[config.mk]
export PLATFORM = sky130hd
export DESIGN_NAME = hbfd_core
export DESIGN_NICKNAME = d
export VERILOG_FILES = /design/src/verilog/hbfd_pkg.sv /design/src/verilog/hbfd_core.sv
export SDC_FILE = /design/constraint.sdc
export NUM_CORES = 1
export LEC_CHECK = 0
export BUFFER_PORTS_ARGS = -buffer_cell sky130_fd_sc_hd__buf_2
export CAP_MARGIN = 20
export CORE_ASPECT_RATIO = 1.4
export CORE_MARGIN = 4
export CORE_UTILIZATION = 40
export CTS_CLUSTER_DIAMETER = 120
export DETAILED_ROUTE_END_ITERATION = 10
export GPL_ROUTABILITY_DRIVEN = 1
export PLACE_DENSITY_LB_ADDON = 0.08
export SLEW_MARGIN = 15
export SYNTH_ARGS = -nofsm -noshare
export SYNTH_HDL_FRONTEND = slang
export SYNTH_SLANG_ARGS = --single-unit
[constraint.sdc]
create_clock -name clk_sys -period 14 [get_ports clk_sys]
set_input_delay 2.1 -clock clk_sys [delete_from_list [all_inputs] [get_ports clk_sys]]
set_output_delay 2.1 -clock clk_sys [all_outputs]
set_load 0.05 [all_outputs]
[src/verilog/hbfd_pkg.sv]
// Constants of the H-bridge fault diagnostic logic
package hbfd_pkg;
  // Over-current status codes
  localparam logic [1:0] OC_NONE = 2'h2;
  localparam logic [1:0] OC_DETECT = 2'h0;
  localparam logic [1:0] OC_SHORT = 2'h3;
  localparam logic [2:0] WIN_RESET = 3'h7;
  localparam logic [3:0] CNT_RESET = 4'h0;
  localparam int CLK_MHZ = 250;
  // Window lengths in microseconds, index = code
  localparam int WIN_US_0 = 9;
  localparam int WIN_US_1 = 14;
  localparam int WIN_US_2 = 20;
  localparam int WIN_US_3 = 25;
  localparam int WIN_US_4 = 30;
  localparam int WIN_US_5 = 35;
  localparam int WIN_US_6 = 40;
  localparam int WIN_US_7 = 45;
  // Blanking time per supply band, microseconds
  localparam int BLANK_US_LOW = 10;
  localparam int BLANK_US_NORM = 20;
  localparam int BLANK_US_HIGH = 30;
  // Confirmation times, nanoseconds
  localparam int OC_CONFIRM_NS = 1000;
  localparam int ON_CONFIRM_NS = 1000;
  localparam int OC_CONFIRM_CYC = (OC_CONFIRM_NS * CLK_MHZ + 999) / 1000;
  localparam int ON_CONFIRM_CYC = (ON_CONFIRM_NS * CLK_MHZ + 999) / 1000;
  localparam int BLANK_CYC_LOW = BLANK_US_LOW * CLK_MHZ;
  localparam int BLANK_CYC_NORM = BLANK_US_NORM * CLK_MHZ;
  localparam int BLANK_CYC_HIGH = BLANK_US_HIGH * CLK_MHZ;
  localparam int TMR_W = 14;
endpackage

[src/verilog/hbfd_core.sv]
// Fault aggregation and over-current classification of the H-bridge driver
//
// Contract
// Global fail low on any listed fault
// Fail releases only when all causes cleared
// Thermal shutdown fail held until disable toggled
// Supply undervoltage never counts as failure
// Global fail: 0 failure, 1 default
// Two-bit codes 10, 00, 11; never 01
// Four status fields returned on answer frame
// Window timer starts on every activation
// Blanking timer starts above on-current threshold
// Thresholds need confirmation time
// Over-current during timers gives 00
// Mid current or window incomplete gives 10
// Diagonal over-current while above threshold gives 11
// Late over-current still switches transistor off
// Event counter counts over-current after timers
// Counter cleared on disable fall or read
// Window code maps 9 to 45 microseconds
// Host writes window code in frame 3
// Window code echoed, default 111
// Status cleared by reset, enable, or read
// Only higher priority overwrites stored status
// Status latched, power-on value 10
// Blanking length chosen from supply band
`timescale 1ns/1ps
module hbfd_core #(
  parameter int N_FET = 4
) (
  input wire logic clk_sys,
  input wire logic reset,
  // Comparator levels per transistor: 0=hs0,1=ls0,2=hs1,3=ls1
  input wire logic [N_FET-1:0] oc_raw,
  input wire logic [N_FET-1:0] on_raw,
  input wire logic pwm_in,
  input wire logic direct_input_a,
  input wire logic direct_input_b,
  input wire logic [1:0] supply_band,
  input wire logic disable_in,
  input wire logic disable_in_n,
  input wire logic ol_on_fail,
  input wire logic off_diag_fail,
  input wire logic hardware_selfcheck_ok,
  input wire logic comm_check_latch,
  input wire logic vdd_ov_latched,
  input wire logic vdd_uv_latched,
  input wire logic vps_uv,
  input wire logic thermal_shutdown_latched,
  input wire logic undervolt_count_hit,
  input wire logic undervolt_count_stop,
  input wire logic [2:0] win_code_wr,
  input wire logic win_code_we,
  input wire logic clear_on_read_enable,
  input wire logic diag_read,
  input wire logic count_read,
  output logic global_fail_n,
  output logic [1:0] hs_overcurrent_out0,
  output logic [1:0] ls_overcurrent_out0,
  output logic [1:0] hs_overcurrent_out1,
  output logic [1:0] ls_overcurrent_out1,
  output logic [2:0] diag_window_echo,
  output logic [3:0] overcurrent_event_count,
  output logic [N_FET-1:0] fet_off
);

  // ----------------------------------------
  // Helpers
  // ----------------------------------------
  function automatic logic [1:0] prio(input logic [1:0] c);
    prio = (c == hbfd_pkg::OC_DETECT) ? 2'h3 : (c == hbfd_pkg::OC_SHORT) ? 2'h2 : 2'h1;
  endfunction

  function automatic logic [hbfd_pkg::TMR_W-1:0] win_cyc(input logic [2:0] c);
    int us;
    us = hbfd_pkg::WIN_US_0;
    case (c)
      3'h0: us = hbfd_pkg::WIN_US_0;
      3'h1: us = hbfd_pkg::WIN_US_1;
      3'h2: us = hbfd_pkg::WIN_US_2;
      3'h3: us = hbfd_pkg::WIN_US_3;
      3'h4: us = hbfd_pkg::WIN_US_4;
      3'h5: us = hbfd_pkg::WIN_US_5;
      3'h6: us = hbfd_pkg::WIN_US_6;
      default: us = hbfd_pkg::WIN_US_7;
    endcase
    win_cyc = hbfd_pkg::TMR_W'(us * hbfd_pkg::CLK_MHZ);
  endfunction

  // ----------------------------------------
  // Activation and window timer
  // ----------------------------------------
  logic pwm_q;
  logic diff_q;
  logic dis_q;
  logic [2:0] win_code;
  logic [hbfd_pkg::TMR_W-1:0] win_tmr;
  wire diff_now = direct_input_a ^ direct_input_b;
  wire activate = (pwm_in != pwm_q) | (diff_now & ~diff_q);
  wire dis_enable = dis_q & ~disable_in;
  // Status clear: enable edge or clearing read
  wire stat_clr = dis_enable | (diag_read & clear_on_read_enable);
  wire win_run = win_tmr != '0;
  wire [hbfd_pkg::TMR_W-1:0] blank_len = (supply_band == 2'h0) ? hbfd_pkg::TMR_W'(hbfd_pkg::BLANK_CYC_LOW) :
    (supply_band == 2'h1) ? hbfd_pkg::TMR_W'(hbfd_pkg::BLANK_CYC_NORM) : hbfd_pkg::TMR_W'(hbfd_pkg::BLANK_CYC_HIGH);

  always_ff @(posedge clk_sys or posedge reset) begin
    if (reset) begin
      pwm_q <= 1'b0;
      diff_q <= 1'b0;
      dis_q <= 1'b0;
    end else begin
      pwm_q <= pwm_in;
      diff_q <= diff_now;
      dis_q <= disable_in;
    end
  end

  always_ff @(posedge clk_sys or posedge reset) begin
    if (reset) begin
      win_code <= hbfd_pkg::WIN_RESET;
    end else if (win_code_we) begin
      win_code <= win_code_wr;
    end
  end

  always_ff @(posedge clk_sys or posedge reset) begin
    if (reset) begin
      win_tmr <= '0;
    end else if (activate) begin
      win_tmr <= win_cyc(win_code);
    end else if (win_run) begin
      win_tmr <= win_tmr - 1'b1;
    end
  end

  // ----------------------------------------
  // Per-transistor confirmation and classification
  // ----------------------------------------
  logic [N_FET-1:0] oc_conf;
  logic [N_FET-1:0] on_conf;
  logic [N_FET-1:0] blank_run;
  logic [N_FET-1:0] timers_on;
  logic [1:0] stat [N_FET];
  logic [N_FET-1:0] late_oc;

  genvar g;
  generate
    for (g = 0; g < N_FET; g++) begin : g_fet
      logic [7:0] oc_cnt;
      logic [7:0] on_cnt;
      logic on_q;
      logic [hbfd_pkg::TMR_W-1:0] blank_tmr;
      logic [1:0] next_stat;
      logic [1:0] result;
      wire diag_conf = oc_conf[g ^ 3]; // diagonal partner
      assign oc_conf[g] = oc_cnt == 8'(hbfd_pkg::OC_CONFIRM_CYC);
      assign on_conf[g] = on_cnt == 8'(hbfd_pkg::ON_CONFIRM_CYC);
      assign blank_run[g] = blank_tmr != '0;
      assign timers_on[g] = win_run | blank_run[g];
      assign result = oc_conf[g] ? hbfd_pkg::OC_DETECT :
        (on_conf[g] & diag_conf) ? hbfd_pkg::OC_SHORT : hbfd_pkg::OC_NONE;
      assign next_stat = (timers_on[g] && prio(result) > prio(stat[g])) ? result : stat[g];
      // Result arriving with a clear survives it
      wire [1:0] fresh = timers_on[g] ? result : hbfd_pkg::OC_NONE;
      assign late_oc[g] = oc_conf[g] & ~timers_on[g] & ~fet_off[g];

      always_ff @(posedge clk_sys or posedge reset) begin
        if (reset) begin
          oc_cnt <= '0;
          on_cnt <= '0;
          on_q <= 1'b0;
        end else begin
          oc_cnt <= !oc_raw[g] ? 8'h00 : oc_conf[g] ? oc_cnt : oc_cnt + 8'h01;
          on_cnt <= !on_raw[g] ? 8'h00 : on_conf[g] ? on_cnt : on_cnt + 8'h01;
          on_q <= on_conf[g];
        end
      end

      always_ff @(posedge clk_sys or posedge reset) begin
        if (reset) begin
          blank_tmr <= '0;
        end else if (on_conf[g] & ~on_q) begin
          blank_tmr <= blank_len;
        end else if (blank_run[g]) begin
          blank_tmr <= blank_tmr - 1'b1;
        end
      end

      always_ff @(posedge clk_sys or posedge reset) begin
        if (reset) begin
          stat[g] <= hbfd_pkg::OC_NONE;
        end else if (stat_clr) begin
          stat[g] <= fresh;
        end else begin
          stat[g] <= next_stat;
        end
      end

      always_ff @(posedge clk_sys or posedge reset) begin
        if (reset) begin
          fet_off[g] <= 1'b0;
        end else if (oc_conf[g]) begin
          fet_off[g] <= 1'b1;
        end else if (dis_enable) begin
          fet_off[g] <= 1'b0;
        end
      end
    end
  endgenerate

  // ----------------------------------------
  // Event counter
  // ----------------------------------------
  logic oc_seen;
  wire any_late = |late_oc;
  wire cnt_clr = (oc_seen & dis_q & ~disable_in) | count_read;

  always_ff @(posedge clk_sys or posedge reset) begin
    if (reset) begin
      overcurrent_event_count <= hbfd_pkg::CNT_RESET;
      oc_seen <= 1'b0;
    end else begin
      if (any_late) begin
        overcurrent_event_count <= overcurrent_event_count + 4'h1;
      end else if (cnt_clr) begin
        overcurrent_event_count <= hbfd_pkg::CNT_RESET;
      end
      oc_seen <= any_late | (oc_seen & ~cnt_clr);
    end
  end

  // ----------------------------------------
  // Global fail
  // ----------------------------------------
  logic tsd_hold;
  logic [N_FET-1:0] oc_fault;
  generate
    for (g = 0; g < N_FET; g++) begin : g_flt
      assign oc_fault[g] = stat[g] != hbfd_pkg::OC_NONE;
    end
  endgenerate
  // Supply undervoltage deliberately absent
  wire any_fail = (|oc_fault) | ol_on_fail | off_diag_fail | ~hardware_selfcheck_ok | comm_check_latch |
    vdd_ov_latched | vdd_uv_latched | tsd_hold | (undervolt_count_hit & undervolt_count_stop) |
    ~disable_in_n;

  always_ff @(posedge clk_sys or posedge reset) begin
    if (reset) begin
      tsd_hold <= 1'b0;
    end else if (thermal_shutdown_latched) begin
      tsd_hold <= 1'b1;
    end else if (disable_in != dis_q) begin
      tsd_hold <= 1'b0;
    end
  end

  always_ff @(posedge clk_sys or posedge reset) begin
    if (reset) begin
      global_fail_n <= 1'b1;
      hs_overcurrent_out0 <= hbfd_pkg::OC_NONE;
      ls_overcurrent_out0 <= hbfd_pkg::OC_NONE;
      hs_overcurrent_out1 <= hbfd_pkg::OC_NONE;
      ls_overcurrent_out1 <= hbfd_pkg::OC_NONE;
      diag_window_echo <= hbfd_pkg::WIN_RESET;
    end else begin
      global_fail_n <= ~any_fail;
      hs_overcurrent_out0 <= stat[0];
      ls_overcurrent_out0 <= stat[1];
      hs_overcurrent_out1 <= stat[2];
      ls_overcurrent_out1 <= stat[3];
      diag_window_echo <= win_code;
    end
  end

  // ----------------------------------------
  // Checks
  // ----------------------------------------
  AST_NO_01: assert property (@(posedge clk_sys) disable iff (reset) hs_overcurrent_out0 != 2'h1
    && ls_overcurrent_out0 != 2'h1 && hs_overcurrent_out1 != 2'h1 && ls_overcurrent_out1 != 2'h1)
    else $error("illegal status code 01");
  AST_FAIL_OC: assert property (@(posedge clk_sys) disable iff (reset)
    (hs_overcurrent_out0 == 2'h0) |-> !global_fail_n) else $error("over-current not flagged");
  AST_DISN: assert property (@(posedge clk_sys) disable iff (reset)
    !disable_in_n |=> !global_fail_n) else $error("disable low not flagged");
  AST_TSD: assert property (@(posedge clk_sys) disable iff (reset)
    (tsd_hold && disable_in == $past(disable_in)) |=> !global_fail_n) else $error("thermal fail released early");
  AST_OC_SET: assert property (@(posedge clk_sys) disable iff (reset)
    (oc_conf[0] && timers_on[0] && !dis_enable && !(diag_read && clear_on_read_enable)) |=> ##1 hs_overcurrent_out0 == 2'h0)
    else $error("over-current not recorded");
  AST_PRIO: assert property (@(posedge clk_sys) disable iff (reset)
    (stat[0] == 2'h0 && !dis_enable && !(diag_read && clear_on_read_enable)) |=> stat[0] == 2'h0)
    else $error("status overwritten by lower priority");
  AST_CLR: assert property (@(posedge clk_sys) disable iff (reset)
    (diag_read && clear_on_read_enable && g_fet[0].fresh == 2'h2) |=> ##1 hs_overcurrent_out0 == 2'h2)
    else $error("read clear failed");
  AST_CNT: assert property (@(posedge clk_sys) disable iff (reset)
    (any_late && overcurrent_event_count != 4'hF) |=> overcurrent_event_count == $past(overcurrent_event_count) + 4'h1)
    else $error("event count not incremented");
  AST_WIN: assert property (@(posedge clk_sys) disable iff (reset)
    activate |=> win_tmr == win_cyc($past(win_code))) else $error("window timer not started");
  AST_ECHO: assert property (@(posedge clk_sys) disable iff (reset)
    win_code_we |=> ##1 diag_window_echo == $past(win_code_wr, 2)) else $error("window echo wrong");

  // Classification, storage, global fail and switch-off
  AST_SHORT: assert property (@(posedge clk_sys) disable iff (reset)
    (on_conf[0] && oc_conf[3] && !oc_conf[0] && timers_on[0] && stat[0] == 2'h2) |=> stat[0] == 2'h3)
    else $error("diagonal short not recorded");
  AST_NO_STORE: assert property (@(posedge clk_sys) disable iff (reset)
    (!timers_on[1] && stat[1] == 2'h2) |=> stat[1] == 2'h2)
    else $error("result stored outside the timers");
  AST_SHORT_KEEP: assert property (@(posedge clk_sys) disable iff (reset)
    (stat[0] == 2'h3 && !stat_clr) |=> stat[0] != 2'h2)
    else $error("short overwritten by lower priority");
  AST_FAIL_LS1: assert property (@(posedge clk_sys) disable iff (reset)
    (ls_overcurrent_out1 != 2'h2) |-> !global_fail_n) else $error("ls1 status not flagged");
  AST_FET_OFF: assert property (@(posedge clk_sys) disable iff (reset)
    oc_conf[1] |=> fet_off[1]) else $error("transistor not switched off");
  AST_DIS_REL: assert property (@(posedge clk_sys) disable iff (reset)
    (dis_enable && !oc_conf[0]) |=> !fet_off[0])
    else $error("transistor not released by enable");

  // Counter, timers and fail hold
  AST_CNT_CLR: assert property (@(posedge clk_sys) disable iff (reset)
    (count_read && !any_late) |=> overcurrent_event_count == 4'h0)
    else $error("event count not cleared by read");
  AST_BLANK: assert property (@(posedge clk_sys) disable iff (reset)
    (on_conf[3] && !g_fet[3].on_q) |=> g_fet[3].blank_tmr == $past(blank_len))
    else $error("blanking timer not started");
  AST_WIN_DEC: assert property (@(posedge clk_sys) disable iff (reset)
    (win_run && !activate) |=> win_tmr == $past(win_tmr) - 1'b1)
    else $error("window timer not counting down");
  AST_TSD_SET: assert property (@(posedge clk_sys) disable iff (reset)
    thermal_shutdown_latched |=> tsd_hold) else $error("thermal hold not set");

  // ----------------------------------------
  // Cover points
  // ----------------------------------------
  COV_OC: cover property (@(posedge clk_sys) disable iff (reset) hs_overcurrent_out0 == 2'h0);
  COV_SHORT: cover property (@(posedge clk_sys) disable iff (reset) ls_overcurrent_out1 == 2'h3);
  COV_LATE: cover property (@(posedge clk_sys) disable iff (reset) any_late);
  COV_TSD: cover property (@(posedge clk_sys) disable iff (reset) tsd_hold ##1 !tsd_hold);
  COV_BLANK: cover property (@(posedge clk_sys) disable iff (reset) !win_run && blank_run[2] && oc_conf[2]);

endmodule // hbfd_core

# == Yosys cells after proc, flatten, opt, wreduce, memory -nomap -nowiden ==
# Cells that the tools add are included.
# op_classes
n_addsub,14
n_mul,1
div,0
magnitude_cmp,4
eq_ne,37
shifts,0
n_mux,75
bitwise,59
reduce_logical,36
# ops
operator,n
$mux 14,10
$mux 8,16
$reduce_bool 14->1,5
$sub 14x1->14 const B,5
$add 8x1->8 const B,8
$eq 8x8->1 const B,8
$mux 2,32
$pmux 6 s7,1
$mul 32x8->13 const B,1
$mux 32,1
$reduce_bool 2->1,15
$ne 2x2->1 const B,12
$and 1x1->1,23
$logic_not 2->1,9
$not 1->1,18
$or 1x1->1,17
$eq 2x2->1 const B,8
$mux 13,1
$mux 12,1
$mux 1,11
$eq 3x3->1 const B,3
$gt 2x2->1,4
$mux 4,2
$reduce_or 4->1,2
other kinds (8),13
# word_totals
reg_bits,174
latchBits,0
ram_bits,0
romBits,0
n_memories,0

# == Longest topological paths before layout ==
# Gate-level depths: netlist of the first run.
# logic_depth
word_depth,12
mapped_depth,19

# == Least setup slack after synthesis of the first run ==
# OpenSTA, ideal clock, no wires.
# synth_timing
path_kind,reg-to-reg
from,reg win_code[0]
to,reg win_tmr[10] (netlist bit)
setup_time_ps,121
arrival_ps,4463
path_slack_ps,9416
path_stages_with_launch,17
path_buffers,0
period_less_slack_ps,4584
cell_sequence,dfstp_2 -> inv_1 -> ha_1 -> or3_1 -> o221ai_1 -> fa_1 -> ha_1 -> inv_1 -> fa_1 -> fa_1 -> inv_1 -> ha_1 -> nand3_1 -> o211a_1 -> nor2b_1 -> xnor2_1 -> a22o_1
# synth_between
elab_chain_cells,5
word_cells_on_any_way,11
# synth_rtl
item,line,rtl
from (decl),hbfd_core.sv:96,logic [2:0] win_code;
from (signal assigned),hbfd_core.sv:121,win_code <= hbfd_pkg::WIN_RESET;
from (signal assigned),hbfd_core.sv:123,win_code <= win_code_wr;
$eq 3x3->1 (tied with other cells),hbfd_core.sv:77,case (c)
$pmux 6 s7 (*),hbfd_core.sv:77,
$mux 32 (*),hbfd_core.sv:130,end else if (activate) begin
$mul 32x8->13 (*),hbfd_core.sv:87,win_cyc = hbfd_pkg::TMR_W'(us * hbfd_pkg::CLK_MHZ);
$mux 14 (*),hbfd_core.sv:130,
to (signal assigned),hbfd_core.sv:131,win_tmr <= win_cyc(win_code);
to (signal assigned),hbfd_core.sv:133,win_tmr <= win_tmr - 1'b1;
to (decl),hbfd_core.sv:97,logic [hbfd_pkg::TMR_W-1:0] win_tmr;
# Mark *: on every way between the ends. The rest lies on a longest branch, timed or not. The select of a mux whose other input is x is not followed.
# A chain may end at the register's enable or synchronous reset.

# == Worst setup path after layout of the first run ==
# layout_timing
from,reg win_code[1]
to,reg win_tmr[10] (netlist bit)
# Same word-level chain as after synthesis.

==> impl_metrics.csv, run 1 <==
group,metric,value,unit
global_routing,use_met2,0.2928,
pwr,switchingPower,0.4048,mW
drt,drt_iter0_drc,321,
floorplanning,initial_core_util,0.4098,
placement,dpl.cell_count,1366,
synthesis,synth_area,9893,um^2
final_layout,fin_cells,1397,
final_layout,layout_common_cells,"dfrtp_1, nand2_1, ha_1, inv_1, nor2_1",
synthesis,synth_compound_area_frac,0.1078,
critical_path,arrival,5540,ps
synthesis,synth_seq_cells,174,
critical_path,worstPathCellList,"ha_1, nor2_1, o21ai_1, o221ai_1, fa_1, ha_1, inv_1, fa_1, fa_1, inv_1, ha_1, nand3_1, o211a_1, nor2b_1, xnor2_1, a22o_1",
global_routing,grt_first_pass_wirelength,36870,um
pwr,cellInternalPower,0.9681,mW
floorplanning,fp.dieH,194.1,um
clock_network,clock-root-buffer,"clkbuf_16",
synthesis,synth_top_family_by_area,"simple AND/OR/NAND/NOR gates",
global_routing,grtUsageMet1,0.1951,
final_layout,drive_gt1_frac,0.1049,
sta,min_period,5228,ps
final_layout,synthToLayoutAreaGrowth,12.01,%
clock_network,clkLatencyLatePin,430,ps
status,run_status,"finished clean",
critical_path,cp_max_fo,9,
pwr,finalPower,1.373,mW
clock_network,clockBufferDepth,2,
final_layout,diodes,0,
synthesis,synthAdderAreaFrac,0.1085,
placement,hpwl,15680,um
drt,drt-total-wl,21320,um
floorplanning,die-area,27350,um^2
sta,fmax,191.3,MHz
placement,io_buffers,52,
global_routing,grt.busiest_layer,"met2",
synthesis,ys.flop_type,"dfrtp_1",
synthesis,ys_warn_count,0,
placement,gp_congestion,0.8065,
sta,slew_headroom,0.3490,
drt,dr.pass1.iters,4,
drt,drc,0,
critical_path,max_stage_delay,630,ps
drt,ant_nets,0,
clock_network,postCtsSetupBuffers,0,
pwr,combPwrFrac,0.237,
sta,skew,8.778,ps
drt,wl_per_cell,15.26,um
sta,rsz0062_at_grt,"no",
synthesis,ys_seq_area_frac,0.4420,
sta,maxSlewViolCount,0,
critical_path,crit_path_end_kind,"flop",
clock_network,cts_made_buffers,17,
sta,hold_viol_final,0,
synthesis,synth_edf_count,0,
floorplanning,io_pins,54,
synthesis,syn_inst,1020,
critical_path,cp.required,14320,ps
synthesis,synthDistinctLibCells,55,
synthesis,synthSimpleGateAreaFrac,0.2056,
global_routing,gr-usage-met3,0.02985,
global_routing,grt_max_degree,77,
drt,vias_per_cell,5.193,
pwr,p_clk_frac,0.341,
synthesis,synth_fp_nets,1135,
global_routing,gr-usage-all-layers,0.1643,
clock_network,cts_hold_buf,0,
final_layout,final_common_cell,"dfrtp_1",
floorplanning,fp.coreArea,24140,um^2
floorplanning,die_w,140.9,um
worst_hold_path,hold_class,"reg -> reg",
critical_path,crit_family,"adder cells",
sta,fin_crit_sh,0.3734,
global_routing,grt_overflow,0,
synthesis,synth_mux_area_frac,0.01834,
clock_network,cts-htree-levels,4,
flow_run,max_cap_viol_count,0,
sta,setup_tns,0,ps
final_layout,post-route-util,0.4590,
pwr,swShare,0.2949,
clock_network,cts_tree,"done",
pwr,ir_drop,0.08370,mV
global_routing,antenna_found_initial,0,
pwr,p_leak,4.982,nW
synthesis,syn_area_per_cell,9.699,um^2
pwr,p_per_area,123.9,nW/um^2
critical_path,crit_path_top_delay_cell,"o21ai_1",
drt,vias,7254,
critical_path,start_kind,"flop",
clock_network,clk_pin_slew,60,ps
clock_network,cts.repair.resized,0,
pwr,seq_power_share,0.423,
clock_network,clock_sinks,174,
sta,setup_viol,0,
floorplanning,rows,67,
critical_path,crit_type,"reg -> reg",
synthesis,async_reset_ff_frac,1.000,
placement,place_area,10500,um^2
sta,worstMarginPinSlew,976.5,ps
synthesis,post_synth_xor_area_fraction,0.08233,
global_routing,grt_pass1_vias,7433,
final_layout,fin_area,11080,um^2
critical_path,path_buf_inv,2,
final_layout,nNetsFinal,1190,
==> worst register-to-register path, cell delays in order, from the launching register on <==
cell and delay, ps:
dfstp_2 600, ha_1 270, nor2_1 60, o21ai_1 630
o221ai_1 500, fa_1 640, ha_1 140, inv_1 60
fa_1 480, fa_1 550, inv_1 40, ha_1 320
nand3_1 90, o211a_1 260, nor2b_1 150, xnor2_1 110
a22o_1 220
==> cells in the mapped netlist (all sizes together) (8+ instances only) <==
library cell / count / area (um^2)
clkbuf: 19 / 71.32
nand3: 40 / 200.2
or3: 34 / 212.7
nand2b: 9 / 56.30
dfrtp: 159 / 3979
nor2: 69 / 259.0
dfstp: 15 / 394.1
nand2: 95 / 356.6
and2: 40 / 250.2
o211a: 9 / 90.09
nand4: 8 / 50.05
o21ai: 67 / 335.3
inv: 73 / 274.0
xnor2: 66 / 578.1
nor2b: 9 / 56.30
a21boi: 19 / 142.6
ha: 73 / 913.4
nor4: 16 / 100.1
and3: 13 / 81.33
or4: 14 / 108.9
nor3: 25 / 125.1
a21oi: 29 / 145.1
xor2: 27 / 236.5
fa: 8 / 160.2
mux2i: 17 / 170.2
==> power by group through the flow <==
stage | Sequential [mW] | Combinational [mW] | Clock, mW
4_1_cts | 0.580 | 0.332 | 0.485
3_5_place_dp | 0.589 | 0.329 | 0
2_1_floorplan | 0.583 | 0.260 | 0
3_3_place_gp | 0.588 | 0.324 | 0
5_1_grt | 0.587 | 0.383 | 0.505
6_report | 0.581 | 0.325 | 0.467
==> logic make-up after synthesis <==
group,Yosys count
AOI/OAI and AO/OA,167
xor gates and xnor gates,93
adders and majority gates,81
buffers and inverters,93
DFF,174
muxes,18
and+or+nand+nor,394
==> sequential cells by signal, indices dropped and copies added (netlist names) <==
name and flops:
ls_overcurrent_out0 2, ls_overcurrent_out1 2, hs_overcurrent_out0 2, g_fet.on_cnt 32, g_fet.oc_cnt 32, win_code 3, g_fet.on_q 4, g_fet.blank_tmr 56
global_fail_n 1, fet_off 4, diff_q 1, oc_seen 1, pwm_q 1, win_tmr 14, diag_window_echo 3, dis_q 1
tsd_hold 1, hs_overcurrent_out1 2, stat 8, overcurrent_event_count 4
==> metal layers <==
layer | part of all wire | wire length [um]
met1 | 0.43 | 9177
met2 | 0.52 | 11150
met3 | 0.020 | 427
met4 | 0.026 | 558
met5 | 0 | 0
==> stage by stage <==
step	hold slack (ps)	setup slack, ps
5_1_grt	392.4	8360
6_report	386.4	8772
4_1_cts	389.3	8717
2_1_floorplan	353.3	7208
3_5_place_dp	380.4	8735
3_3_place_gp	380.4	8763
==> area by class of cell <==
| type | instances | area [um^2] |
|---|---|---|
| fillers | 2374 | 13060 |
| clock inverters | 5 | 52.55 |
| clock buffers | 26 | 529.3 |
| flip-flops and latches | 174 | 4373 |
| repair buffers | 56 | 290.3 |
| inverters | 73 | 279.0 |
| multi-input cells | 753 | 5170 |
| well taps | 310 | 387.9 |
==> worst paths after layout <==
check | start | to | slack [ps] | cells after the start
max in group asynchronous | reset | g_fet[1].blank_tmr[4] | 10340 | 4
worst min register to register | stat[5] | ls_overcurrent_out0[1] | 390 | 0
worst max register to register | win_code[1] | win_tmr[10] | 8770 | 16
min in group asynchronous | reset | g_fet[2].on_cnt[3] | 1680 | 2
worst max-delay path | win_code[1] | win_tmr[10] | 8770 | 16
worst min-delay path | stat[5] | ls_overcurrent_out0[1] | 390 | 0
No activity file was read; power rests on OpenSTA's default activity.
==> inputs of run 2 (changes only) <==
- ABC_AREA: default -> 1
- clock period: 14 -> 5.09 ns (I/O delays scaled with it)
==> impl_metrics.csv, run 2 <==
group,metric,value,unit
clock_network,cts-htree-levels,4,
synthesis,yosys.area.top_type_share,0.3746,
synthesis,syn_inst,1325,
floorplanning,io_pins,54,
sta,setup_tns,0,ps
final_layout,synthToLayoutAreaGrowth,12.27,%
global_routing,antenna_found_initial,1,
drt,wl_per_cell,13.25,um
pwr,ir_drop,0.2233,mV
clock_network,clkLatencyLatePin,430,ps
floorplanning,die-area,29270,um^2
worst_hold_path,holdPathStages,0,
placement,hpwl,17350,um
final_layout,regMostFlops,"g_fet.blank_tmr",
critical_path,cp_max_fo,7,
drt,ant_nets,0,
clock_network,clock-root-buffer,"clkbuf_16",
status,run_status,"finished clean",
critical_path,max_stage_delay,600,ps
global_routing,grt_overflow,0,
synthesis,synth.most_common_cell,"nand2_1",
critical_path,reg2regPathDepth,20,
critical_path,rr_startpoint,"win_code[1]",
synthesis,ys_top_cells_by_count,"nand2_1, inv_1, dfrtp_1",
synthesis,async_reset_ff_frac,1.000,
final_layout,largest_register_ffs,56,
global_routing,grt_first_pass_wirelength,39810,um
critical_path,reg2reg_to,"win_tmr[13]",
sta,setup_viol,0,
floorplanning,fp.coreArea,26190,um^2
pwr,p_per_area,333.8,nW/um^2
floorplanning,fp.dieH,200.8,um
global_routing,gr-usage-all-layers,0.1625,
clock_network,cts_made_buffers,17,
sta,rsz0062_at_grt,"no",
drt,dr.pass1.iters,5,
final_layout,layout_common_cells,"nand2_1, inv_1, dfrtp_1, nor2_1, nand3_1",
flow_run,max_cap_viol_count,0,
final_layout,nNetsFinal,1512,
final_layout,final_common_cell,"nand2_1",
synthesis,synth_area_leaders,"dfrtp_1, nand2_1, ha_1",
worst_hold_path,hold_class,"reg -> reg",
pwr,p_leak,6.281,nW
drt,vias,8384,
final_layout,filler_cell_count,2634,
worst_hold_path,worstHoldStart,"stat[7]",
drt,drt_iter0_drc,377,
sta,hold_viol_final,0,
floorplanning,die_w,145.7,um
critical_path,worst-r2r-setup-slack,580,ps
global_routing,grt_max_degree,175,
pwr,finalPower,3.981,mW
critical_path,crit_type,"reg -> reg",
critical_path,arrival,4860,ps
synthesis,synth_edf_count,0,
drt,vias_per_cell,4.835,
critical_path,worstPathCellList,"inv_1, ha_1, nand2_1, nand2_1, a21oi_2, nand2_2, nand4_1, ha_1, inv_1, fa_1, inv_1, fa_1, ha_1, ha_1, a21oi_1, o21a_1, nand2_1, nand2_1, nand3_1, a21oi_1",
placement,io_buffers,52,
clock_network,cts_tree,"done",
sta,fin_crit_sh,0.8861,
drt,drc,0,
final_layout,largest_registers,"g_fet.blank_tmr (56), g_fet.oc_cnt (32), g_fet.on_cnt (32)",
sta,maxSlewViolCount,0,
final_layout,drive_gt1_frac,0.1326,
sta,worstMarginPinSlew,1068,ps
sta,slew_headroom,0.2878,
critical_path,crit_path_end_kind,"flop",
placement,gp_congestion,0.7744,
critical_path,path_buf_inv,3,
synthesis,ys_seq_area_frac,0.4117,
critical_path,cp.required,5440,ps
sta,fmax,221.7,MHz
final_layout,multiInputGateArea,5321,um^2
floorplanning,rows,70,
final_layout,seq_area,4373,um^2
sta,hold_ws,392.1,ps
clock_network,clk_pin_slew,70,ps
synthesis,yosysTopAreaCell,"dfrtp_1",
synthesis,ys_warn_count,0,
critical_path,crit_path_top_delay_cell,"dfstp_2",
drt,drt-total-wl,22970,um
final_layout,diodes,0,
synthesis,syn_area_per_cell,8.017,um^2
critical_path,crit_family,"adder cells",
synthesis,synth_seq_cells,174,
synthesis,synth_area,10620,um^2
sta,min_period,4510,ps
sta,skew,11.63,ps
clock_network,clock_sinks,174,
critical_path,start_kind,"flop",
synthesis,synthDistinctLibCells,48,
clock_network,clockBufferDepth,2,
worst_hold_path,min_to,"hs_overcurrent_out0[1]",
floorplanning,initial_core_util,0.4056,
final_layout,post-route-util,0.4554,
synthesis,synth_fp_nets,1440,
synthesis,ys.flop_type,"dfrtp_1",
global_routing,grt_pass1_vias,8429,
run 2: where the power goes:
| part | internal (mW) | switching, mW | total, mW | leakage, nW |
|---|---|---|---|---|
| combinational | 0.445 | 0.662 | 1.11 | 3.82 |
| sequential | 1.46 | 0.0641 | 1.53 | 2.18 |
| clock | 0.791 | 0.557 | 1.35 | 0.281 |
run 2: worst max-delay path by stage:
stage | start | to | slack (ps) | cells after the start
6_report | win_code[1] | win_tmr[13] | 580 | 20
5_1_grt | win_code[0] | win_tmr[10] | 120 | 21
4_1_cts | win_code[0] | win_tmr[12] | 330 | 22
3_5_place_dp | win_code[0] | win_tmr[12] | 350 | 22
3_3_place_gp | win_code[0] | win_tmr[12] | 420 | 22
2_1_floorplan | win_code[0] | win_tmr[12] | 820 | 22
run 2: worst reg2reg max path, stage by stage, from the launching register on:
cell and delay (ps):
dfstp_2 600, inv_1 130, ha_1 250, nand2_1 80, nand2_1 70, a21oi_2 220, nand2_2 130, nand4_1 250
ha_1 210, inv_1 60, fa_1 480, inv_1 60, fa_1 470, ha_1 310, ha_1 350, a21oi_1 280
o21a_1 170, nand2_1 50, nand2_1 50, nand3_1 70, a21oi_1 150
run 2: logic make-up (layout without fill, tap and decap cells):
group,after synthesis,after routing,synth area share
XOR/XNOR,39,39,0.03216
buffers and inverters,243,328,0.08775
AND/OR/NAND/NOR,593,593,0.2645
AO/OA/AOI/OAI,195,195,0.1028
adder cells (fa/ha/maj),81,81,0.1011
flip-flops,174,174,0.4117
run 2: cell type report:
cell class / instances / area share
tap: 324 / 0.03399
multi-input combinational: 908 / 0.4462
timing repair buffer: 56 / 0.02539
inverter: 240 / 0.07700
clock buffer: 21 / 0.03777
clock inverter: 11 / 0.01301
sequential: 174 / 0.3667
run 2: timing repair:
item                                    in CTS  in global routing
hold buffers                                 0                  0
setup buffers                                0                  3
hold endpoints to repair                     0                  0
gates resized for setup                      0                  2
endpoints found under the setup margin       0                  3
run 2: metrics by stage:
stage          instances  setup slack (ps)  cell area [um^2]
2_1_floorplan       1325             824.1             10630
3_3_place_gp        1699             418.2             11290
3_5_place_dp        1699             353.3             11290
4_1_cts             1731             334.9             11900
5_1_grt             1734             119.7             11930
6_report            1734             579.9             11930
run 2: metal layers:
metal	wire, um	GRT usage	vias to the layer above
met3	589	0.03071	25
met4	338	0.04549	2
met5	13	0	-
met2	11640	0.2905	83
met1	10390	0.1994	3883
li1	-	-	4391
==> inputs of run 3 (changes only) <==
- CORE_UTILIZATION: 40 -> 33
==> impl_metrics.csv, run 3 (same netlist as run 2, synthesis figures left out) <==
group,metric,value,unit
status,run_status,"finished clean",
floorplanning,die-area,35170,um^2
pwr,ir_drop,0.2116,mV
final_layout,drive_gt1_frac,0.1320,
critical_path,max_stage_delay,610,ps
critical_path,worst-r2r-setup-slack,510,ps
critical_path,crit_path_top_delay_cell,"dfstp_2",
global_routing,grt_pass1_vias,8466,
placement,gp_congestion,0.7934,
critical_path,reg2reg_to,"win_tmr[12]",
sta,skew,12.26,ps
sta,hold_ws,369.0,ps
critical_path,worstPathCellList,"inv_1, ha_1, nand2_1, nand3_1, nor2_1, nand2_2, o21ai_0, inv_1, fa_1, ha_1, inv_1, fa_1, fa_1, inv_1, ha_1, nand2_1, nand2_1, nand3_1, nand2_1, nand2_1, nand3_1, a21oi_1",
clock_network,postCtsSetupBuffers,0,
clock_network,cts_hold_buf,0,
final_layout,regMostFlops,"g_fet.blank_tmr",
critical_path,rr_startpoint,"win_code[0]",
critical_path,crit_path_end,"win_tmr[12]",
clock_network,cts_tree,"done",
critical_path,arrival,4900,ps
drt,dr.pass1.iters,4,
drt,drt_iter0_drc,340,
sta,fmax,218.3,MHz
drt,drc,0,
worst_hold_path,hold_class,"in -> async",
global_routing,grt_first_pass_wirelength,41500,um
final_layout,multiInputGateArea,5318,um^2
global_routing,grt_max_degree,175,
final_layout,nNetsFinal,1511,
global_routing,grt_overflow,0,
sta,rsz0062_at_grt,"no",
sta,slew_headroom,0.5271,
floorplanning,fp.dieH,220.3,um
critical_path,reg2regPathDepth,22,
critical_path,crit_type,"reg -> reg",
floorplanning,fp.coreArea,31700,um^2
critical_path,worst_path_most_repeated_cell,"nand2_1",
clock_network,clkLatencyLatePin,450,ps
sta,setup_tns,0,ps
final_layout,final_common_cell,"nand2_1",
final_layout,filler_cell_count,3293,
sta,min_period,4581,ps
global_routing,antenna_found_initial,0,
drt,vias,8414,
final_layout,layout_common_cells,"nand2_1, inv_1, dfrtp_1, nor2_1, nand3_1",
sta,fin_crit_sh,0.9000,
drt,wl_per_cell,13.52,um
floorplanning,rows,77,
critical_path,cp_max_fo,9,
clock_network,cts_made_buffers,17,
flow_run,max_cap_viol_count,0,
final_layout,diodes,0,
sta,setup_viol,0,
final_layout,seq_area,4373,um^2
critical_path,start_kind,"flop",
clock_network,clockBufferDepth,2,
placement,io_buffers,52,
final_layout,largest_registers,"g_fet.blank_tmr (56), g_fet.oc_cnt (32), g_fet.on_cnt (32)",
sta,maxSlewViolCount,0,
clock_network,cts-htree-levels,4,
floorplanning,die_w,159.6,um
pwr,p_leak,6.286,nW
drt,drt-total-wl,24390,um
critical_path,cp.required,5400,ps
clock_network,clk_pin_slew,70,ps
final_layout,largest_register_ffs,56,
drt,ant_nets,0,
sta,hold_viol_final,0,
floorplanning,io_pins,54,
clock_network,cts.repair.resized,0,
placement,hpwl,18670,um
final_layout,synthToLayoutAreaGrowth,13.04,%
sta,worstMarginPinSlew,709.4,ps
drt,vias_per_cell,4.664,
critical_path,startpoint,"win_code[0]",
clock_network,clock-root-buffer,"clkbuf_16",
pwr,finalPower,3.963,mW
global_routing,gr-usage-all-layers,0.1443,
pwr,p_per_area,330.0,nW/um^2
clock_network,clock_sinks,174,
floorplanning,initial_core_util,0.3351,
critical_path,crit_path_end_kind,"flop",
## run 3: cell count changes in the layout (fill, tap and decap cells not counted), sizes merged
| cell | delta |
|---|---|
| inv | +2 |
| buf | -1 |
| bufinv | -1 |
| clkinvlp | -2 |
| clkinv | +1 |
## run 3: how the worst min path moves through the flow
stage | cells past startpoint | slack [ps] | end | startpoint
3_3_place_gp | 0 | 380 | ls_overcurrent_out1[1] | stat[1]
2_1_floorplan | 0 | 350 | diag_window_echo[2] | win_code[2]
5_1_grt | 3 | 380 | win_tmr[7] | reset
4_1_cts | 0 | 390 | ls_overcurrent_out1[1] | stat[1]
6_report | 3 | 370 | win_tmr[13] | reset
3_5_place_dp | 0 | 380 | ls_overcurrent_out1[1] | stat[1]
## run 3: critical path: cells and delay by family, from the launching register on
family                     cells  cell delay (ps)
buffers and inverters          4              400
adders and majority gates      6             2240
AOI/OAI and AO/OA              2              270
and+or+nand+nor               10              910
DFF                            1              610
## run 3: final cells by class
type                            count  share of cell area
Clock buffer                       21             0.03835
Clock inverter                     11             0.01073
Inverter                          240             0.07648
Multi-Input combinational cell    908              0.4428
Sequential cell                   174              0.3642
Tap cell                          395             0.04116
Timing Repair Buffer               55             0.02626
## run 3: routing by layer
layer,part of all wire,global-route usage,up-vias
met2,0.53,0.2716,58
met5,0,0,-
met4,0.013,0.04168,0
met3,0.020,0.02441,14
li1,-,-,4406
met1,0.43,0.1687,3936
## run 3: power by group
group	internal (mW)	total (mW)	leakage [nW]	switching (mW)
Combinational	0.442	1.10	3.83	0.659
Clock	0.755	1.34	0.285	0.581
Sequential	1.46	1.53	2.18	0.0645
## run 3: metrics by stage
step	utilization	instances	setup slack (ps)	area (um^2)
floorplan	-	1325	824.1	10630
global placement	0.3594	1771	498.3	11390
detailed placement	0.3594	1771	471.9	11390
CTS	0.3780	1803	442.9	11980
global route	0.3788	1804	156.1	12010
finish	0.3788	1804	509.1	12010
